### src/rtl/epiu_pkg.sv
// Shared constants and types for the external pin interrupt unit.
package epiu_pkg;

    // ==========================================================
    // Bus widths and transfer codes
    localparam int          ADDR_W        = 12;
    localparam int          DATA_W        = 32;
    localparam logic [1:0]  HTRANS_NONSEQ = 2'h2;
    localparam logic        HRESP_OKAY    = 1'h0;

    // ==========================================================
    // Register indices; the byte address is four times the index
    localparam logic [7:0]  IDX_MASK_LOW   = 8'h6b;
    localparam logic [7:0]  IDX_MASK_HIGH  = 8'h6c;
    localparam logic [7:0]  IDX_SENSE      = 8'h69;
    localparam logic [7:0]  IDX_BANK_EN    = 8'h68;
    localparam logic [7:0]  IDX_ENABLE     = 8'h3d;
    localparam logic [7:0]  IDX_FLAGS      = 8'h3c;
    localparam logic [7:0]  IDX_BANK_FLAGS = 8'h3b;

    localparam logic [ADDR_W-1:0] ADDR_MASK_LOW   = {2'h0, IDX_MASK_LOW, 2'h0};
    localparam logic [ADDR_W-1:0] ADDR_MASK_HIGH  = {2'h0, IDX_MASK_HIGH, 2'h0};
    localparam logic [ADDR_W-1:0] ADDR_SENSE      = {2'h0, IDX_SENSE, 2'h0};
    localparam logic [ADDR_W-1:0] ADDR_BANK_EN    = {2'h0, IDX_BANK_EN, 2'h0};
    localparam logic [ADDR_W-1:0] ADDR_ENABLE     = {2'h0, IDX_ENABLE, 2'h0};
    localparam logic [ADDR_W-1:0] ADDR_FLAGS      = {2'h0, IDX_FLAGS, 2'h0};
    localparam logic [ADDR_W-1:0] ADDR_BANK_FLAGS = {2'h0, IDX_BANK_FLAGS, 2'h0};

    // ==========================================================
    // Field positions and reset values
    localparam int          SENSE_A_LSB   = 0;
    localparam int          SENSE_B_LSB   = 2;
    localparam int          BIT_LINE_A    = 0;
    localparam int          BIT_LINE_B    = 1;
    localparam int          BIT_LOW_BANK  = 0;
    localparam int          BIT_HIGH_BANK = 1;
    localparam int          PIN_LINE_A    = 0;
    localparam int          PIN_LINE_B    = 1;
    localparam int          PIN_BANK_LSB  = 2;
    localparam int          NUM_PINS      = 18;
    localparam logic [7:0]  MASK_RESET    = 8'h00;
    localparam logic [3:0]  SENSE_RESET   = 4'h0;
    localparam logic [1:0]  CTRL_RESET    = 2'h0;

    // ==========================================================
    // Types
    typedef enum logic [1:0] {
        SENSE_LOW  = 2'b00,
        SENSE_ANY  = 2'b01,
        SENSE_FALL = 2'b10,
        SENSE_RISE = 2'b11
    } epiu_sense_t;

    typedef struct packed {
        logic              valid;
        logic              write;
        logic [ADDR_W-1:0] addr;
    } epiu_ahb_ap_t;

    typedef struct packed {
        logic high_bank;
        logic low_bank;
        logic line_b;
        logic line_a;
    } epiu_irq_t;

endpackage
### src/rtl/epiu_ext_irq.sv
// External request lines and pin-change banks with an AHB-Lite register slave.
//
// Operation
// - Reserved bits of sense, enable, flag and bank registers read as zero.
// - Sense register holds line B field in bits 3:2, line A in 1:0.
// - Sense codes: 00 low level, 01 any change, 10 falling, 11 rising.
// - A line requests only when global enable and its own enable are set.
// - Pins are sampled before edge detection; pulses over one clock are caught.
// - Pin activity raises requests regardless of the pin's direction.
// - Enable register: line B in bit 1, line A in bit 0, own vectors.
// - Triggering edge or change sets the line flag, B bit 1, A bit 0.
// - Flag plus enable plus global enable raises the vector request.
// - Every flag clears when hardware enters its interrupt routine.
// - Writing one clears a flag; writing zero leaves it unchanged.
// - A line in low-level mode always reads its flag as cleared.
// - Bank enable: high bank bit 1, low bank bit 0; enabled changes interrupt.
// - Any change on an unmasked bank pin sets that bank flag, high bit 1, low bit 0.
// - Mask registers gate each pin's change detection; masks reset to zero.
// - Pin-change detection also works asynchronously for wake-up.
// - Edges need the clock; low-level detection works without it.
// - Enabled low-level mode keeps requesting while the pin stays low.
`timescale 1ns/1ps

module epiu_ext_irq (
    input  wire logic                          hclk,
    input  wire logic                          hresetn,
    input  wire logic                          hsel,
    input  wire logic [epiu_pkg::ADDR_W-1:0]   haddr,
    input  wire logic [1:0]                    htrans,
    input  wire logic                          hwrite,
    input  wire logic [2:0]                    hsize,
    input  wire logic [epiu_pkg::DATA_W-1:0]   hwdata,
    input  wire logic                          hready,
    output logic                               hreadyout,
    output logic [epiu_pkg::DATA_W-1:0]        hrdata,
    output logic                               hresp,
    input  wire logic                          request_line_a,
    input  wire logic                          request_line_b,
    input  wire logic [15:0]                   change_watch_pin,
    input  wire logic                          global_int_enable,
    input  wire epiu_pkg::epiu_irq_t           vector_taken,
    output epiu_pkg::epiu_irq_t                irq_request,
    output logic                               wake_request
);

    // ==========================================================
    // Helper functions

    // True when the synchronised sample pair shows the event chosen by mode.
    function automatic logic edge_hit(input logic [1:0] mode,
                                      input logic       cur,
                                      input logic       prev);
        logic hit;
        hit = 1'b0;
        unique case (epiu_pkg::epiu_sense_t'(mode))
            epiu_pkg::SENSE_LOW:  hit = 1'b0;
            epiu_pkg::SENSE_ANY:  hit = cur ^ prev;
            epiu_pkg::SENSE_FALL: hit = prev & ~cur;
            epiu_pkg::SENSE_RISE: hit = cur & ~prev;
        endcase
        return hit;
    endfunction

    function automatic logic bank_hit(input logic [7:0] cur,
                                      input logic [7:0] prev,
                                      input logic [7:0] mask);
        return |((cur ^ prev) & mask);
    endfunction

    function automatic logic addr_is(input epiu_pkg::epiu_ahb_ap_t ap,
                                     input logic [epiu_pkg::ADDR_W-1:0] a);
        return ap.valid && ap.write && (ap.addr == a);
    endfunction

    // ==========================================================
    // Pin synchronisers

    logic [epiu_pkg::NUM_PINS-1:0] meta_ff;
    logic [epiu_pkg::NUM_PINS-1:0] sync_ff;
    logic [epiu_pkg::NUM_PINS-1:0] prev_ff;
    logic [epiu_pkg::NUM_PINS-1:0] nxt_meta;
    logic [epiu_pkg::NUM_PINS-1:0] nxt_sync;
    logic [epiu_pkg::NUM_PINS-1:0] nxt_prev;

    // Pins are read whatever their direction, so software can drive them to
    // raise its own requests.
    // direction independent
    always_comb begin
        nxt_meta = {change_watch_pin, request_line_b, request_line_a};
        nxt_sync = meta_ff;
        nxt_prev = sync_ff;
    end

    always_ff @(posedge hclk or negedge hresetn) begin
        if (!hresetn) begin
            meta_ff <= '0;
            sync_ff <= '0;
            prev_ff <= '0;
        end else begin
            meta_ff <= nxt_meta;
            sync_ff <= nxt_sync;
            prev_ff <= nxt_prev;
        end
    end

    // ==========================================================
    // AHB-Lite address phase capture

    epiu_pkg::epiu_ahb_ap_t ap_ff;
    epiu_pkg::epiu_ahb_ap_t nxt_ap;
    logic [epiu_pkg::DATA_W-1:0] hrdata_ff;
    logic [epiu_pkg::DATA_W-1:0] nxt_hrdata;
    logic                        ap_take;

    // The slave never stalls, so every transfer has a zero-wait data phase.
    assign hreadyout = 1'b1;
    assign hresp     = epiu_pkg::HRESP_OKAY;
    assign hrdata    = hrdata_ff;
    assign ap_take   = hsel && hready && htrans[1];

    always_comb begin
        nxt_ap.valid = ap_take;
        nxt_ap.write = hwrite;
        nxt_ap.addr  = haddr;
    end

    // ==========================================================
    // Registers

    logic [3:0] sense_ff;
    logic [1:0] enable_ff;
    logic [1:0] flags_ff;
    logic [1:0] bank_en_ff;
    logic [1:0] bank_flags_ff;
    logic [7:0] mask_low_ff;
    logic [7:0] mask_high_ff;
    logic [3:0] nxt_sense;
    logic [1:0] nxt_enable;
    logic [1:0] nxt_flags;
    logic [1:0] nxt_bank_en;
    logic [1:0] nxt_bank_flags;
    logic [7:0] nxt_mask_low;
    logic [7:0] nxt_mask_high;
    logic [1:0] line_set;
    logic [1:0] line_clr;
    logic [1:0] line_low;
    logic [1:0] bank_set;
    logic [1:0] bank_clr;
    logic [1:0] sense_a;
    logic [1:0] sense_b;
    logic       wr_any;

    assign sense_a = sense_ff[epiu_pkg::SENSE_A_LSB +: 2];
    assign sense_b = sense_ff[epiu_pkg::SENSE_B_LSB +: 2];
    assign wr_any  = ap_ff.valid && ap_ff.write;

    always_comb begin
        nxt_sense      = sense_ff;
        nxt_enable     = enable_ff;
        nxt_bank_en    = bank_en_ff;
        nxt_mask_low   = mask_low_ff;
        nxt_mask_high  = mask_high_ff;
        if (addr_is(ap_ff, epiu_pkg::ADDR_SENSE)) begin
            nxt_sense = hwdata[3:0];
        end
        if (addr_is(ap_ff, epiu_pkg::ADDR_ENABLE)) begin
            nxt_enable = hwdata[1:0];
        end
        if (addr_is(ap_ff, epiu_pkg::ADDR_BANK_EN)) begin
            nxt_bank_en = hwdata[1:0];
        end
        if (addr_is(ap_ff, epiu_pkg::ADDR_MASK_LOW)) begin
            nxt_mask_low = hwdata[7:0];
        end
        if (addr_is(ap_ff, epiu_pkg::ADDR_MASK_HIGH)) begin
            nxt_mask_high = hwdata[7:0];
        end

        line_set[epiu_pkg::BIT_LINE_A] = edge_hit(sense_a, sync_ff[epiu_pkg::PIN_LINE_A],
                                                  prev_ff[epiu_pkg::PIN_LINE_A]);
        line_set[epiu_pkg::BIT_LINE_B] = edge_hit(sense_b, sync_ff[epiu_pkg::PIN_LINE_B],
                                                  prev_ff[epiu_pkg::PIN_LINE_B]);
        bank_set[epiu_pkg::BIT_LOW_BANK]  = bank_hit(sync_ff[epiu_pkg::PIN_BANK_LSB +: 8],
                                                     prev_ff[epiu_pkg::PIN_BANK_LSB +: 8],
                                                     mask_low_ff);
        bank_set[epiu_pkg::BIT_HIGH_BANK] = bank_hit(sync_ff[epiu_pkg::PIN_BANK_LSB + 8 +: 8],
                                                     prev_ff[epiu_pkg::PIN_BANK_LSB + 8 +: 8],
                                                     mask_high_ff);

        line_clr = {vector_taken.line_b, vector_taken.line_a};
        bank_clr = {vector_taken.high_bank, vector_taken.low_bank};
        if (addr_is(ap_ff, epiu_pkg::ADDR_FLAGS)) begin
            line_clr = line_clr | hwdata[1:0];
        end
        if (addr_is(ap_ff, epiu_pkg::ADDR_BANK_FLAGS)) begin
            bank_clr = bank_clr | hwdata[1:0];
        end

        line_low[epiu_pkg::BIT_LINE_A] =
            (nxt_sense[epiu_pkg::SENSE_A_LSB +: 2] == epiu_pkg::SENSE_LOW);
        line_low[epiu_pkg::BIT_LINE_B] =
            (nxt_sense[epiu_pkg::SENSE_B_LSB +: 2] == epiu_pkg::SENSE_LOW);

        nxt_flags      = (line_set | (flags_ff & ~line_clr)) & ~line_low;
        nxt_bank_flags = bank_set | (bank_flags_ff & ~bank_clr);
    end

    // ==========================================================
    // Read data, taken from next values so a read right after a write
    // returns the written data.

    always_comb begin
        nxt_hrdata = '0;
        if (ap_take && !hwrite) begin
            unique case (haddr)
                epiu_pkg::ADDR_SENSE:      nxt_hrdata = {28'h0, nxt_sense};
                epiu_pkg::ADDR_ENABLE:     nxt_hrdata = {30'h0, nxt_enable};
                epiu_pkg::ADDR_FLAGS:      nxt_hrdata = {30'h0, nxt_flags};
                epiu_pkg::ADDR_BANK_EN:    nxt_hrdata = {30'h0, nxt_bank_en};
                epiu_pkg::ADDR_BANK_FLAGS: nxt_hrdata = {30'h0, nxt_bank_flags};
                epiu_pkg::ADDR_MASK_LOW:   nxt_hrdata = {24'h0, nxt_mask_low};
                epiu_pkg::ADDR_MASK_HIGH:  nxt_hrdata = {24'h0, nxt_mask_high};
                default:                   nxt_hrdata = '0;
            endcase
        end
    end

    // ==========================================================
    // Requests to the core, registered from next state

    epiu_pkg::epiu_irq_t irq_ff;
    epiu_pkg::epiu_irq_t nxt_irq;
    logic [1:0]          level_req;

    always_comb begin
        level_req[epiu_pkg::BIT_LINE_A] = line_low[epiu_pkg::BIT_LINE_A] &&
                                          !sync_ff[epiu_pkg::PIN_LINE_A];
        level_req[epiu_pkg::BIT_LINE_B] = line_low[epiu_pkg::BIT_LINE_B] &&
                                          !sync_ff[epiu_pkg::PIN_LINE_B];
        nxt_irq.line_a    = global_int_enable && nxt_enable[epiu_pkg::BIT_LINE_A] &&
                            (nxt_flags[epiu_pkg::BIT_LINE_A] || level_req[epiu_pkg::BIT_LINE_A]);
        nxt_irq.line_b    = global_int_enable && nxt_enable[epiu_pkg::BIT_LINE_B] &&
                            (nxt_flags[epiu_pkg::BIT_LINE_B] || level_req[epiu_pkg::BIT_LINE_B]);
        nxt_irq.low_bank  = global_int_enable && nxt_bank_en[epiu_pkg::BIT_LOW_BANK] &&
                            nxt_bank_flags[epiu_pkg::BIT_LOW_BANK];
        nxt_irq.high_bank = global_int_enable && nxt_bank_en[epiu_pkg::BIT_HIGH_BANK] &&
                            nxt_bank_flags[epiu_pkg::BIT_HIGH_BANK];
    end

    assign irq_request = irq_ff;

    always_ff @(posedge hclk or negedge hresetn) begin
        if (!hresetn) begin
            ap_ff         <= '0;
            hrdata_ff     <= '0;
            sense_ff      <= epiu_pkg::SENSE_RESET;
            enable_ff     <= epiu_pkg::CTRL_RESET;
            flags_ff      <= epiu_pkg::CTRL_RESET;
            bank_en_ff    <= epiu_pkg::CTRL_RESET;
            bank_flags_ff <= epiu_pkg::CTRL_RESET;
            mask_low_ff   <= epiu_pkg::MASK_RESET;
            mask_high_ff  <= epiu_pkg::MASK_RESET;
            irq_ff        <= '0;
        end else begin
            ap_ff         <= nxt_ap;
            hrdata_ff     <= nxt_hrdata;
            sense_ff      <= nxt_sense;
            enable_ff     <= nxt_enable;
            flags_ff      <= nxt_flags;
            bank_en_ff    <= nxt_bank_en;
            bank_flags_ff <= nxt_bank_flags;
            mask_low_ff   <= nxt_mask_low;
            mask_high_ff  <= nxt_mask_high;
            irq_ff        <= nxt_irq;
        end
    end

    // ==========================================================
    // Clockless wake path. It compares raw pins with the settled samples,
    // so it works while the clock is stopped; it is glitch-prone and meant
    // only to start the clock, never to be sampled as an event.

    logic [15:0] raw_change;

    assign raw_change = (change_watch_pin ^ sync_ff[epiu_pkg::PIN_BANK_LSB +: 16]) &
                        {{8{bank_en_ff[epiu_pkg::BIT_HIGH_BANK]}} & mask_high_ff,
                         {8{bank_en_ff[epiu_pkg::BIT_LOW_BANK]}} & mask_low_ff};

    assign wake_request = (|raw_change) ||
        (!request_line_a && enable_ff[epiu_pkg::BIT_LINE_A] &&
         (sense_a == epiu_pkg::SENSE_LOW)) ||
        (!request_line_b && enable_ff[epiu_pkg::BIT_LINE_B] &&
         (sense_b == epiu_pkg::SENSE_LOW));
endmodule

### config.mk
export PLATFORM = sky130hd
export DESIGN_NAME = epiu_ext_irq
export DESIGN_NICKNAME = d
export VERILOG_FILES = /design/src/rtl/epiu_pkg.sv /design/src/rtl/epiu_ext_irq.sv
export SDC_FILE = /design/constraint.sdc
export NUM_CORES = 1
export LEC_CHECK = 0
export BUFFER_PORTS_ARGS = -buffer_cell sky130_fd_sc_hd__buf_2
export CAP_MARGIN = 20
export CORE_ASPECT_RATIO = 1.5
export CORE_MARGIN = 10
export CORE_UTILIZATION = 57
export CTS_BUF_LIST = sky130_fd_sc_hd__clkbuf_16
export DETAILED_ROUTE_END_ITERATION = 16
export PLACE_DENSITY = 0.91
export SLEW_MARGIN = 5
export SYNTH_ARGS = -nofsm -noshare
export SYNTH_HDL_FRONTEND = slang
export SYNTH_SLANG_ARGS = --single-unit
### constraint.sdc
create_clock -name hclk -period 6 [get_ports hclk]
set_input_delay 0 -clock hclk [delete_from_list [all_inputs] [get_ports hclk]]
set_output_delay 0 -clock hclk [all_outputs]
set_load 0.05 [all_outputs]
======== Word-level counts from Yosys, hierarchy flattened ========
Index checks and enable logic that the tools add are counted.
W data, S select, Z words.
word-level totals
  output and inout port bits .............. 39
  register bits after elaboration ......... 132
cells by class
  eq/ne operators ......................... 20
  reductions and logical operators ........ 41
  muxes and demuxes ....................... 11
  bitwise gates (word level) .............. 28
operator list
  cell                   count
  $eq A12 B9 Y1 const B  8
  $eq A12 B8 Y1 const B  6
  $pmux W8 S7            1
  $and A8 B8 Y8          4
  $mux W32               1
  $logic_and A1 B1 Y1    25
  $and A16 B16 Y16       1
  $mux W8                2
  $reduce_or A16 Y1      1
  $reduce_or A8 Y1       2
  $xor A16 B16 Y16       1
  $xor A8 B8 Y8          2
  $eq A2 B2 Y1 const B   4
  $logic_not A2 Y1       4
  $mux W2                4
  $or A2 B2 Y2           4
  $pmux W1 S4            2
  $and A2 B2 Y2          3
  $not A2 Y2             3
  $logic_not A1 Y1       5
  $and A1 B1 Y1          4
  $eq A2 B1 Y1 const B   2
  $logic_or A1 B1 Y1     4
  $mux W4                1
  2 further kinds        6

======== Depth between registers and ports, before layout ========
Gate-level depths: netlist of run 1.
  word-level depth ........................ 9
  gate-level depth with buffers ........... 8
  depth with buffers taken out ............ 8

======== Worst setup path before layout of run 1 ========
Ideal clock, no wire load.
  path kind ............................... reg-to-reg
  start ................................... reg ap_ff[6] (netlist name)
  end ..................................... reg hrdata_ff (netlist bit hrdata[1])
  slack ................................... 3.734 ns
  cell stages (with the launch flop) ...... 7
  buffers on the path ..................... 0
  required time ........................... 5.844 ns
  setup time .............................. 0.156 ns
  arrival time ............................ 2.110 ns
  cell sequence ........................... dfrtp_1 or4b_4 nor4_4 nor2_1 o311a_1 a21oi_1 a41oi_1
between the ends
  word-level cells in the longest chain between the ends .. 9
ends and longest elaborated chain
  item                           line                 text
  from (decl)                    epiu_ext_irq.sv:109  epiu_pkg::epiu_ahb_ap_t ap_ff;
  from (signal assigned)         epiu_ext_irq.sv:265  ap_ff <= nxt_ap;
  $eq A12 B8 Y1                  epiu_ext_irq.sv:72   return ap.valid && ap.write && (ap.addr == a);
  $logic_and A1 B1 Y1            epiu_ext_irq.sv:72
  $mux W2                        epiu_ext_irq.sv:192  if (addr_is(ap_ff, epiu_pkg::ADDR_FLAGS)) begin
  $not A2 Y2                     epiu_ext_irq.sv:204  nxt_flags = (line_set | (flags_ff & ~line_clr)) & ~line_low;
  $and A2 B2 Y2                  epiu_ext_irq.sv:204
  $or A2 B2 Y2                   epiu_ext_irq.sv:204
  $and A2 B2 Y2                  epiu_ext_irq.sv:204
  $pmux W8 S7 *                  epiu_ext_irq.sv:215  unique case (haddr)
  $mux W32 *                     epiu_ext_irq.sv:214  if (ap_take && !hwrite) begin
  named net nxt_hrdata, one bit  epiu_ext_irq.sv:112  logic [epiu_pkg::DATA_W-1:0] nxt_hrdata;
  to (signal assigned)           epiu_ext_irq.sv:266  hrdata_ff <= nxt_hrdata;
  to (decl)                      epiu_ext_irq.sv:111  logic [epiu_pkg::DATA_W-1:0] hrdata_ff;
Mark *: on every way through the listed nets, which the timed path passes. The rest lies on a longest branch.

======== Worst setup path after layout of run 1 ========
  start ................................... reg ap_ff[6] (netlist name)
  end ..................................... reg hrdata_ff (netlist bit hrdata[0])
The elaborated chain is that of the path after synthesis.

==> tab_implementation.tex, run 1 <==
\begin{tabular}{lr}
\hline
Metric & Value \\
\hline
\multicolumn{2}{l}{\textbf{Run status}} \\
\quad Run status & finished, final reports clean \\
\multicolumn{2}{l}{\textbf{Synth}} \\
\quad Synth area leaders & dfrtp\_1, xor2\_1, buf\_4 \\
\quad Total of warnings raised by yosys & 0 \\
\quad Register bit count reported by yosys & $\sim$110 \\
\quad Cell type with the highest aggregate area in the netlist & dfrtp\_1 \\
\quad Async set or reset register ratio after synthesis & 100\% \\
\quad Sequential-to-total area share from yosys stat & between 50\% and 60\% \\
\quad Count of mapped cells out of synthesis & between 300 and 400 \\
\quad Most frequently used cell type in the post-synthesis netlist & dfrtp\_1 \\
\quad Share of the synthesized area in the top cell type & about three fifths \\
\quad Most used DFF post-synth & dfrtp\_1 \\
\quad Most used standard cells in the synthesized netlist & dfrtp\_1, xor2\_1, buf\_4 \\
\quad Post-synthesis cell area & $\sim$4500 µm² \\
\quad Mean instance size in the synthesized netlist & $\sim$13 µm² \\
\quad Number of enable flip-flop cells after synthesis & 0 \\
\quad Post-synthesis cell type count & 50 \\
\multicolumn{2}{l}{\textbf{Detailed routing}} \\
\quad Residual DRC count & 0 \\
\quad Routed wire length & 11.0 mm \\
\quad Post-DR vias/cell & 5.55 \\
\quad Residual antenna-violating net count after detailed routing & 0 \\
\quad Number of DRC markers in iteration 0 & about 320 \\
\quad TritonRoute pass-1 iters & 5 \\
\quad Via count & 3197 \\
\quad Wire length per cell & 19.1 µm \\
\multicolumn{2}{l}{\textbf{Critical path}} \\
\quad WP data required & just over 6000 ps \\
\quad Endpoint class of the critical path & register \\
\quad Critical Path Max Stage Delay & between 700 and 800 ps \\
\quad Maximum fanout along the worst path & 10 \\
\quad Nature of the critical path startpoint & register \\
\quad Data arrival time of the critical path & 2870 ps \\
\quad Critical setup path kind & reg2reg \\
\quad FF-to-FF setup slack & 3290 ps \\
\quad Critical-path top delay cell & nor4\_4 \\
\quad Cell breakdown of the critical path & or4b\_4 -> nor4\_4 -> nor2\_1 -> a211o\_1 -> a32oi\_1 -> a31oi\_1 \\
\multicolumn{2}{l}{\textbf{Timing}} \\
\quad Setup repair after global routing missed its margin & no \\
\quad Worst clock skew on the final layout & 7.61 ps \\
\quad Actual transition at the worst max-transition pin & 971 ps \\
\quad Highest clock frequency the design can meet & 369 MHz \\
\quad Endpoints failing setup & 0 \\
\quad Final period demand of the worst path & 2710 ps \\
\quad Final setup TNS & 0 ps \\
\quad Count of endpoints failing hold in the final timing report & 0 \\
\quad Post-route fraction of the period consumed by the critical path & 45.1\% \\
\quad Max Transition Viols Final & 0 \\
\quad Worst slew margin & between 30\% and 40\% \\
\multicolumn{2}{l}{\textbf{Place}} \\
\quad Number of input and output port buffers inserted & 61 \\
\quad Final weighted congestion in routability-driven placement & 0.820 \\
\quad HPWL reported at the end of detailed placement & approximately 7.4 mm \\
\quad \# placed instances & 515 \\
\multicolumn{2}{l}{\textbf{Floorplanning}} \\
\quad Core Area & 7660 µm² \\
\quad Initial standard-cell utilization of the core & 59.0\% \\
\quad I/O pins & 116 \\
\quad Die Footprint & 12000 µm² \\
\quad Std-Cell Rows & 39 \\
\quad Die X-Extent & about 90 µm \\
\quad DIE HEIGHT & 129 µm \\
\multicolumn{2}{l}{\textbf{Clocking}} \\
\quad Skew-Pair Late Insertion Delay & between 300 and 400 ps \\
\quad CTS buffer count & 9 \\
\quad Buffer count from post-CTS setup fixing & 0 \\
\quad Cts repair resizes & 0 \\
\quad Clock Root Buffer & clkbuf\_16 \\
\quad Level count of the clock H-tree & 3 \\
\quad Sink count of the clock tree & 108 \\
\quad Buffers from clock root to sink, at most & 2 \\
\quad Clock tree from TritonCTS & yes \\
\quad Clock transition at the registers of the reported paths & 60 ps \\
\multicolumn{2}{l}{\textbf{GRT}} \\
\quad Antenna violations before repair & 1 \\
\quad Largest net degree at the start of global routing & 82 \\
\quad Wire length of the first global-routing pass & between 15 and 20 mm \\
\quad Aggregate global-route resource usage & 18.6\% \\
\quad Remaining Overflow, GRT & 0 \\
\quad Number of global-route vias before repair & 3477 \\
\multicolumn{2}{l}{\textbf{Cells and area}} \\
\quad Count of fill cells added during filler insertion & roughly 490 \\
\quad Layout Nets & 547 \\
\quad Area overhead of the layout relative to synthesis & 22.2\% \\
\quad Fraction of layout instances using a drive strength above 1 & 21.2\% \\
\quad Count of placed standard cells in the final layout, fillers left out & approximately 580 \\
\multicolumn{2}{l}{\textbf{Worst hold path}} \\
\quad Tightest Hold Check Type & in2reg \\
\multicolumn{2}{l}{\textbf{Power and ir drop}} \\
\quad Leakage power summed over all cells & 2.74 nW \\
\quad Max VDD drop & 0.237 mV \\
\quad Power density over the cells & 255 nW/µm² \\
\multicolumn{2}{l}{\textbf{Run}} \\
\quad Max-cap violations & 0 \\
\hline
\end{tabular}
## timing repair
| action | CTS | global route |
|---|---|---|
| setup endpoints to repair | 0 | 0 |
| hold buffers | 42 | 0 |
| hold endpoints to repair | 78 | 0 |
## final timing paths
path,startpoint,to,cells past startpoint
setup / recovery,ap_ff[6],hrdata[0],6
hold / removal,vector_taken[2],bank_flags_ff[0],4
setup reg to reg,ap_ff[6],hrdata[0],6
hold reg to reg,meta_ff[16],nxt_prev[16],0
max in group asynchronous,hresetn,prev_ff[2],3
min in group asynchronous,hresetn,prev_ff[11],2
## critical path: cells and delay by family (launching register included)
family,cells,cell delay [ps]
DFF,1,400
AOI/OAI and AO/OA,3,670
and+or+nand+nor,3,1440
## registers in the layout, indices dropped and copies added (netlist names)
signal and count:
ap_ff 14, bank_en_ff 2, bank_flags_ff 2, enable_ff 2, flags_ff 2, hrdata 8, irq_request 4, mask_high_ff 8
mask_low_ff 8, meta_ff 18, nxt_prev 18, prev_ff 18, sense_ff 4
## cells by family after synthesis
| family | Yosys count | share of synthesized area, % |
|---|---|---|
| buffers and inverters | 54 | 6.80 |
| other | 2 | 0.166 |
| AND/OR/NAND/NOR | 85 | 11.9 |
| XOR/XNOR | 33 | 6.39 |
| flip-flops | 108 | 59.8 |
| adder cells (fa/ha/maj) | 4 | 1.11 |
| multiplexers | 24 | 5.75 |
| AO/OA/AOI/OAI | 48 | 8.16 |
## per-stage QoR
| stage | setup slack [ps] | hold slack (ps) | instance area, µm² | total power, W | utilization, % |
|---|---|---|---|---|---|
| 2_1_floorplan | 3730 | -296 | 4610 | 0.000851 | - |
| 3_3_place_gp | 3420 | -84.1 | 4840 | 0.000880 | 63.2 |
| 3_5_place_dp | 3370 | -71.5 | 4840 | 0.000885 | 63.2 |
| 4_1_cts | 3350 | 5.08 | 5520 | 0.00142 | 72.0 |
| 5_1_grt | 3180 | 60.0 | 5520 | 0.00146 | 72.1 |
| 6_report | 3290 | 23.8 | 5530 | 0.00141 | 72.1 |
## metal layers
layer / vias up / wire length (µm) / track usage (%)
met5: - / 0 / 0
met4: 0 / 440 / 12.8
met3: 40 / 723 / 5.49
met2: 147 / 5830 / 32.1
met1: 1579 / 4010 / 19.0
li1: 1431 / - / -
## where the power goes
part / internal, W / total (W) / switching [W]
registers: 0.000751 / 0.000767 / 0.0000159
logic: 0.0000444 / 0.000128 / 0.0000839
clock network: 0.000272 / 0.000513 / 0.000241
total: 0.00107 / 0.00141 / 0.000340
## placed cells by master, fill, tap and decap left out, types with 7 or more instances in the layout
cell type / Yosys / final
buf_2: 0 / 60
a22oi_1: 16 / 16
dfrtp_1: 108 / 108
xor2_1: 33 / 33
conb_1: 2 / 26
nand2_1: 13 / 13
a2bb2oi_1: 7 / 7
nor2_1: 17 / 17
clkbuf_16: 0 / 9
mux2_2: 16 / 16
inv_1: 22 / 26
mux2i_1: 8 / 8
and3_1: 9 / 9
dlygate4sd3_1: 0 / 42
## final cells by class
class,instances,area (µm²),share of cell area (%)
diodes,3,7.51,0.136
clock buffers,9,225,4.08
clock inverters,7,28.8,0.521
inverters,22,82.6,1.49
multi-input cells,220,1610,29.1
flip-flops and latches,108,2700,48.9
well taps,102,128,2.31
repair buffers,105,743,13.4
Note: power is estimated with default switching activity, not from simulation.
==> run 2: changes to the inputs <==
ABC_AREA = 1   (was not set)
CORE_UTILIZATION = 48   (was 57)
PLACE_DENSITY = 0.81   (was 0.91)
clock period = 2.4 ns   (was 6 ns; I/O delays follow)
==> run 2 against run 1 <==
Net effect: clock skew about the same; final cell count up 35%; hold slack better by 5.0 ps; sequential power rose to 2.5 times the previous value; worst setup slack worse by 3000 ps.
==> tab_implementation.tex, run 2 <==
\begin{tabular}{lr}
\hline
Metric & Value \\
\hline
\multicolumn{2}{l}{\textbf{Timing}} \\
\quad Count of endpoints failing hold in the final timing report & 0 (unchanged) \\
\quad Final setup TNS & 0 ps (unchanged) \\
\quad Highest clock frequency the design can meet & slightly below 500 MHz \\
\quad Actual transition at the worst max-transition pin & 674 ps (was 971 ps) \\
\quad Max Transition Viols Final & 0 (unchanged) \\
\quad Post-route fraction of the period consumed by the critical path & between 80 and 90\% \\
\quad Worst clock skew on the final layout & 7.29 ps (was 7.61 ps) \\
\quad Setup repair after global routing missed its margin & no (unchanged) \\
\quad Final period demand of the worst path & a little over 2000 ps \\
\quad Worst slew margin & 55.1\% (was 35.3\%) \\
\quad Endpoints failing setup & 0 (unchanged) \\
\quad Final critical-path setup slack & 331 ps (was 3290 ps) \\
\multicolumn{2}{l}{\textbf{Floorplanning}} \\
\quad Die X-Extent & 102 µm (was 92.7 µm) \\
\quad Initial standard-cell utilization of the core & 48.7\% (was 59.0\%) \\
\quad Std-Cell Rows & 45 (was 39) \\
\quad Core Area & 10000 µm² (was 7660 µm²) \\
\quad Die Footprint & 14700 µm² (was 12000 µm²) \\
\quad I/O pins & 116 (unchanged) \\
\quad DIE HEIGHT & 143 µm (was 129 µm) \\
\multicolumn{2}{l}{\textbf{Cells and area}} \\
\quad Most used cells in the layout excluding fill and tap cells & nand2\_1, dfrtp\_1, inv\_1 (was dfrtp\_1, buf\_2, dlygate4sd3\_1) \\
\quad Count of fill cells added during filler insertion & 869 (was 493) \\
\quad Layout Nets & 740 (was 547) \\
\quad Most common cell after layout, fill and taps aside & nand2\_1 (was dfrtp\_1) \\
\quad ANT cells & 0 (was 3) \\
\quad Fraction of layout instances using a drive strength above 1 & 17.0\% (was 21.2\%) \\
\quad Area overhead of the layout relative to synthesis & 21.5\% (was 22.2\%) \\
\quad Final design instance area without fill & 5930 µm² (was 5530 µm²) \\
\multicolumn{2}{l}{\textbf{Power and ir drop}} \\
\quad Power density over the cells & 625 nW/µm² (was 255 nW/µm²) \\
\quad Max VDD drop & 0.453 mV (was 0.237 mV) \\
\quad Leakage power summed over all cells & 3.20 nW (was 2.74 nW) \\
\multicolumn{2}{l}{\textbf{Critical path}} \\
\quad Worst path top cell family by delay & compound AO/OA/AOI/OAI gates (was simple AND/OR/NAND/NOR gates) \\
\quad Cell breakdown of the critical path & or2\_2 -> nand3\_1 -> o21ai\_0 -> o31ai\_1 -> nand2\_1 -> buf\_2 (was or4b\_4 -> nor4\_4 -> nor2\_1 -> a211o\_1 -> a32oi\_1 -> a31oi\_1) \\
\quad Critical setup path kind & reg2out (was reg2reg) \\
\quad Nature of the critical path startpoint & register (unchanged) \\
\quad Crit path buf inv count & 1 (was 0) \\
\quad WP data required & 2400 ps (was 6160 ps) \\
\quad Maximum fanout along the worst path & 5 (was 10) \\
\quad Critical-path top delay cell & o31ai\_1 (was nor4\_4) \\
\quad FF-to-FF setup slack & 700 ps (was 3290 ps) \\
\quad Critical Path Max Stage Delay & 460 ps (was 740 ps) \\
\quad Endpoint class of the critical path & output pin (was register) \\
\quad Data arrival time of the critical path & 2070 ps (was 2870 ps) \\
\multicolumn{2}{l}{\textbf{Clocking}} \\
\quad Clock tree from TritonCTS & yes (unchanged) \\
\quad Skew-Pair Late Insertion Delay & 350 ps (was 340 ps) \\
\quad Cts repair resizes & 0 (unchanged) \\
\quad Buffer count from post-CTS setup fixing & 0 (unchanged) \\
\quad Clock transition at the registers of the reported paths & 70 ps (was 60 ps) \\
\quad Level count of the clock H-tree & 3 (unchanged) \\
\quad Clock Root Buffer & clkbuf\_16 (unchanged) \\
\quad CTS buffer count & 9 (unchanged) \\
\quad Buffers from clock root to sink, at most & 2 (unchanged) \\
\quad Hold bufs inserted after CTS & 41 (was 42) \\
\quad Sink count of the clock tree & 108 (unchanged) \\
\multicolumn{2}{l}{\textbf{Synth}} \\
\quad Most frequently used cell type in the post-synthesis netlist & nand2\_1 (was dfrtp\_1) \\
\quad Post-synthesis cell type count & 32 (was 50) \\
\quad Register bit count reported by yosys & 108 (unchanged) \\
\quad Post-synthesis cell area & 4880 µm² (was 4520 µm²) \\
\quad Count of mapped cells out of synthesis & 549 (was 358) \\
\quad Mean instance size in the synthesized netlist & 8.88 µm² (was 12.6 µm²) \\
\quad Async set or reset register ratio after synthesis & 100\% (unchanged) \\
\quad Total of warnings raised by yosys & 0 (unchanged) \\
\quad Most used standard cells in the synthesized netlist & nand2\_1, dfrtp\_1, inv\_1 (was dfrtp\_1, xor2\_1, buf\_4) \\
\quad Sequential-to-total area share from yosys stat & 55.4\% (was 59.8\%) \\
\quad Synth area leaders & dfrtp\_1, nand2\_1, inv\_1 (was dfrtp\_1, xor2\_1, buf\_4) \\
\quad Most used DFF post-synth & dfrtp\_1 (unchanged) \\
\quad Share of the synthesized area in the top cell type & 55.4\% (was 59.8\%) \\
\quad Cell type with the highest aggregate area in the netlist & dfrtp\_1 (unchanged) \\
\quad Number of enable flip-flop cells after synthesis & 0 (unchanged) \\
\multicolumn{2}{l}{\textbf{Detailed routing}} \\
\quad Routed wire length & 11.4 mm (was 11.0 mm) \\
\quad Residual antenna-violating net count after detailed routing & 0 (unchanged) \\
\quad Via count & 3803 (was 3197) \\
\quad Wire length per cell & 14.6 µm (was 19.1 µm) \\
\quad Number of DRC markers in iteration 0 & 166 (was 317) \\
\quad Residual DRC count & 0 (unchanged) \\
\quad Post-DR vias/cell & 4.88 (was 5.55) \\
\quad TritonRoute pass-1 iters & 4 (was 5) \\
\multicolumn{2}{l}{\textbf{GRT}} \\
\quad Wire length of the first global-routing pass & 18.8 mm (was 17.3 mm) \\
\quad Largest net degree at the start of global routing & 54 (was 82) \\
\quad Number of global-route vias before repair & 4063 (was 3477) \\
\quad Remaining Overflow, GRT & 0 (unchanged) \\
\quad Aggregate global-route resource usage & 16.6\% (was 18.6\%) \\
\quad Antenna violations before repair & 0 (was 1) \\
\multicolumn{2}{l}{\textbf{Run status}} \\
\quad Run status & finished, final reports clean (unchanged) \\
\multicolumn{2}{l}{\textbf{Place}} \\
\quad Post-placement cell area & 5220 µm² (was 4840 µm²) \\
\quad HPWL reported at the end of detailed placement & 8.75 mm (was 7.44 mm) \\
\quad Number of input and output port buffers inserted & 61 (unchanged) \\
\quad Final weighted congestion in routability-driven placement & 0.854 (was 0.820) \\
\quad Worst slack, placed & 697 ps (was 3370 ps) \\
\multicolumn{2}{l}{\textbf{Worst hold path}} \\
\quad Tightest Hold Check Type & in2reg (unchanged) \\
\multicolumn{2}{l}{\textbf{Run}} \\
\quad Max-cap violations & 0 (unchanged) \\
\hline
\end{tabular}
[run 2: kinds of logic after synthesis]
family	synth area share (%)
flip-flops	55.4
buffers and inverters	10.7
XOR/XNOR	1.44
other	0.154
AND/OR/NAND/NOR	26.9
adder cells (fa/ha/maj)	1.03
AO/OA/AOI/OAI	4.36
[run 2: area by class of cell]
type | count | area [µm²] | share of cell area (%)
Multi-Input combinational cell | 358 | 1740 | 29.4
Clock buffer | 9 | 225 | 3.80
Tap cell | 117 | 146 | 2.47
Clock inverter | 6 | 66.3 | 1.12
Sequential cell | 108 | 2700 | 45.6
Timing Repair Buffer | 105 | 753 | 12.7
Inverter | 77 | 289 | 4.88
[run 2: per-layer routing]
metal / share of wire, % / track usage (%) / vias up
met5: 0 / 0 / -
met4: 2.7 / 7.30 / 0
met3: 5.0 / 4.95 / 24
met2: 55 / 30.1 / 111
met1: 37 / 16.9 / 1800
li1: - / - / 1868
[run 2: stage by stage]
step / hold WS [ps] / util [%] / power [W] / std cells
2_1_floorplan: -296 / - / 0.00216 / 573
3_3_place_gp: 71.7 / 52.1 / 0.00224 / 724
3_5_place_dp: 86.2 / 52.1 / 0.00225 / 724
4_1_cts: 21.0 / 59.1 / 0.00374 / 780
5_1_grt: 33.0 / 59.1 / 0.00387 / 780
6_report: 28.8 / 59.1 / 0.00370 / 780
[run 2: path summary, 6_finish.rpt]
| check | from | end | cells after the start |
|---|---|---|---|
| max | nxt_prev[6] | wake_request | 6 |
| min | vector_taken[3] | bank_flags_ff[1] | 4 |
| max reg2reg | ap_ff[11] | hrdata[3] | 10 |
| min reg2reg | meta_ff[0] | nxt_prev[0] | 0 |
| max in group asynchronous | hresetn | irq_request[3] | 4 |
| min in group asynchronous | hresetn | prev_ff[14] | 2 |
[run 2: worst reg2reg max path: cells and delay by family, from the launching register on]
family | cells | cell delay (ps)
flops | 1 | 400
simple gates | 8 | 940
compound gates | 2 | 230
[run 2: where the power goes]
group | switching [W] | internal [W]
registers | 0.0000393 | 0.00188
logic | 0.000226 | 0.000119
clock network | 0.000639 | 0.000802
==> run 3: changes to the inputs <==
BUFFER_PORTS_ARGS = -buffer_cell sky130_fd_sc_hd__buf_4   (was -buffer_cell sky130_fd_sc_hd__buf_2)
==> run 3 against run 2 <==
Net effect: via count shrank 0.37%; critical path depth is the same; final cell count shrank 0.13%.
==> tab_implementation.tex, run 3 (same netlist as run 2, synthesis figures left out) <==
\begin{tabular}{lr}
\hline
Metric & Value \\
\hline
\multicolumn{2}{l}{\textbf{GRT}} \\
\quad Number of global-route vias before repair & 4084 (was 4063) \\
\quad Layer carrying the most global-route usage & met2 (unchanged) \\
\quad GR met3 Demand/Resource & 4.18\% (was 4.95\%) \\
\quad Met2 demand-to-capacity share in global routing & 30.7\% (was 30.1\%) \\
\quad Met1 Resource Use GR & 18.0\% (was 16.9\%) \\
\quad Largest net degree at the start of global routing & 49 (was 54) \\
\quad Antenna violations before repair & 0 (unchanged) \\
\quad Remaining Overflow, GRT & 0 (unchanged) \\
\quad Wire length of the first global-routing pass & 19.4 mm (was 18.8 mm) \\
\quad Aggregate global-route resource usage & 17.0\% (was 16.6\%) \\
\multicolumn{2}{l}{\textbf{Cells and area}} \\
\quad Final design utilization & 60.7\% (was 59.1\%) \\
\quad Final design instance area without fill & 6080 µm² (was 5930 µm²) \\
\quad ANT cells & 0 (unchanged) \\
\quad Most used cells in the layout excluding fill and tap cells & nand2\_1, dfrtp\_1, inv\_1 (unchanged) \\
\quad Most common cell after layout, fill and taps aside & nand2\_1 (unchanged) \\
\quad Layout Nets & 739 (was 740) \\
\quad Area overhead of the layout relative to synthesis & 24.7\% (was 21.5\%) \\
\quad Fraction of layout instances using a drive strength above 1 & 16.8\% (was 17.0\%) \\
\multicolumn{2}{l}{\textbf{Power and ir drop}} \\
\quad Max VDD drop & 0.320 mV (was 0.453 mV) \\
\quad Leakage power summed over all cells & 3.24 nW (was 3.20 nW) \\
\quad Power density over the cells & 625 nW/µm² (about the same) \\
\multicolumn{2}{l}{\textbf{Critical path}} \\
\quad Nature of the critical path startpoint & register (unchanged) \\
\quad Data arrival time of the critical path & 2070 ps (about the same) \\
\quad WP data required & 2400 ps (about the same) \\
\quad FF-to-FF setup slack & 730 ps (was 700 ps) \\
\quad Endpoint class of the critical path & output pin (unchanged) \\
\quad Cell breakdown of the critical path & or2\_2 -> nand3\_1 -> o2111ai\_1 -> o31ai\_1 -> nand2\_1 -> buf\_4 (was or2\_2 -> nand3\_1 -> o21ai\_0 -> o31ai\_1 -> nand2\_1 -> buf\_2) \\
\quad Maximum fanout along the worst path & 5 (unchanged) \\
\quad R2r startpoint & ap\_ff[11] (unchanged) \\
\quad Critical setup path kind & reg2out (unchanged) \\
\quad Critical Path Max Stage Delay & 430 ps (was 460 ps) \\
\quad R2R cell count & 10 (unchanged) \\
\quad Capturing point of the worst reg2reg path & hrdata[2] (was hrdata[3]) \\
\quad Critical-path top delay cell & o31ai\_1 (unchanged) \\
\quad Worst path top cell family by delay & compound AO/OA/AOI/OAI gates (unchanged) \\
\quad Crit path buf inv count & 1 (unchanged) \\
\multicolumn{2}{l}{\textbf{Floorplanning}} \\
\quad Std-Cell Rows & 45 (unchanged) \\
\quad I/O pins & 116 (unchanged) \\
\quad Initial standard-cell utilization of the core & 48.7\% (unchanged) \\
\quad Core Area & 10000 µm² (unchanged) \\
\quad Die Footprint & 14700 µm² (unchanged) \\
\quad Die X-Extent & 102 µm (unchanged) \\
\quad DIE HEIGHT & 143 µm (unchanged) \\
\multicolumn{2}{l}{\textbf{Clocking}} \\
\quad Cts repair resizes & 0 (unchanged) \\
\quad Clock Root Buffer & clkbuf\_16 (unchanged) \\
\quad Buffers from clock root to sink, at most & 2 (unchanged) \\
\quad CTS buffer count & 9 (unchanged) \\
\quad Skew-Pair Late Insertion Delay & 340 ps (was 350 ps) \\
\quad Sink count of the clock tree & 108 (unchanged) \\
\quad Clock transition at the registers of the reported paths & 70 ps (about the same) \\
\quad Clock tree from TritonCTS & yes (unchanged) \\
\quad Level count of the clock H-tree & 3 (unchanged) \\
\multicolumn{2}{l}{\textbf{Detailed routing}} \\
\quad Routed wire length & 11.6 mm (was 11.4 mm) \\
\quad Residual antenna-violating net count after detailed routing & 0 (unchanged) \\
\quad Via count & 3789 (was 3803) \\
\quad TritonRoute pass-1 iters & 4 (unchanged) \\
\quad Wire length per cell & 14.9 µm (was 14.6 µm) \\
\quad Post-DR vias/cell & 4.86 (was 4.88) \\
\quad Number of DRC markers in iteration 0 & 183 (was 166) \\
\quad Residual DRC count & 0 (unchanged) \\
\multicolumn{2}{l}{\textbf{Timing}} \\
\quad Worst slew margin & 58.4\% (was 55.1\%) \\
\quad Post-route fraction of the period consumed by the critical path & 86.1\% (was 86.2\%) \\
\quad Endpoints failing setup & 0 (unchanged) \\
\quad Max Transition Viols Final & 0 (unchanged) \\
\quad Count of endpoints failing hold in the final timing report & 0 (unchanged) \\
\quad Actual transition at the worst max-transition pin & 624 ps (was 674 ps) \\
\quad Post-Route Hold Slack & 27.6 ps (was 28.8 ps) \\
\quad Final setup TNS & 0 ps (unchanged) \\
\quad Setup repair after global routing missed its margin & no (unchanged) \\
\quad Final period demand of the worst path & 2070 ps (about the same) \\
\quad Highest clock frequency the design can meet & 484 MHz (was 483 MHz) \\
\quad Worst clock skew on the final layout & 5.59 ps (was 7.29 ps) \\
\multicolumn{2}{l}{\textbf{Worst hold path}} \\
\quad Worst hold path startpoint & vector\_taken[3] (unchanged) \\
\quad Instance count along the most critical hold path & 4 (unchanged) \\
\quad Capture endpoint of the worst hold path & bank\_flags\_ff[1] (unchanged) \\
\quad Tightest Hold Check Type & in2reg (unchanged) \\
\multicolumn{2}{l}{\textbf{Place}} \\
\quad Post-placement cell area & 5370 µm² (was 5220 µm²) \\
\quad HPWL reported at the end of detailed placement & 8.75 mm (about the same) \\
\quad Number of input and output port buffers inserted & 61 (unchanged) \\
\quad Final weighted congestion in routability-driven placement & 0.874 (was 0.854) \\
\multicolumn{2}{l}{\textbf{Run}} \\
\quad Max-cap violations & 0 (unchanged) \\
\multicolumn{2}{l}{\textbf{Run status}} \\
\quad Run status & finished, final reports clean (unchanged) \\
\hline
\end{tabular}
run 3: area by class of cell:
type | instances | area [µm²]
clock buffers | 9 | 225
clock inverters | 6 | 80.1
fillers | 856 | 3940
inverters | 77 | 289
multi-input cells | 358 | 1740
flip-flops and latches | 108 | 2700
well taps | 117 | 146
repair buffers | 104 | 896
run 3: where the power goes:
| part | internal, W | switching, W |
|---|---|---|
| clock | 0.000899 | 0.000614 |
| combinational | 0.000139 | 0.000232 |
| sequential | 0.00188 | 0.0000394 |
run 3: repair_timing:
action / in CTS / in global routing
hold buffers: 41 / 0
setup buffers: 0 / 0
endpoints found under the hold margin: 92 / 0
run 3: how the worst max path moves through the flow:
stage	cells past startpoint	endpoint	from	slack, ps
6_report	6	wake_request	nxt_prev[5]	330
2_1_floorplan	11	hrdata[3]	ap_ff[1]	960
4_1_cts	6	wake_request	nxt_prev[5]	300
5_1_grt	6	wake_request	nxt_prev[5]	260
3_5_place_dp	6	wake_request	nxt_prev[5]	690
3_3_place_gp	6	wake_request	nxt_prev[6]	710
run 3: routing by layer:
metal	share of wire, %	wire [µm]	vias up
met1	37	4240	1804
met4	2.9	333	0
li1	-	-	1873
met5	0	0	-
met2	56	6460	90
met3	4.7	546	22
run 3: per-stage QoR:
stage               power [W]  instances  worst slack [ps]
detailed placement    0.00227        723               688
CTS                   0.00383        779               298
global placement      0.00226        723               715
finish                0.00380        779               334
global route          0.00397        779               262
floorplan             0.00216        573               957
run 3: worst min-delay path, delay by kind of cell:
family,cells,cell delay (ps)
AND/OR/NAND/NOR,3,200
buffers and inverters,1,80
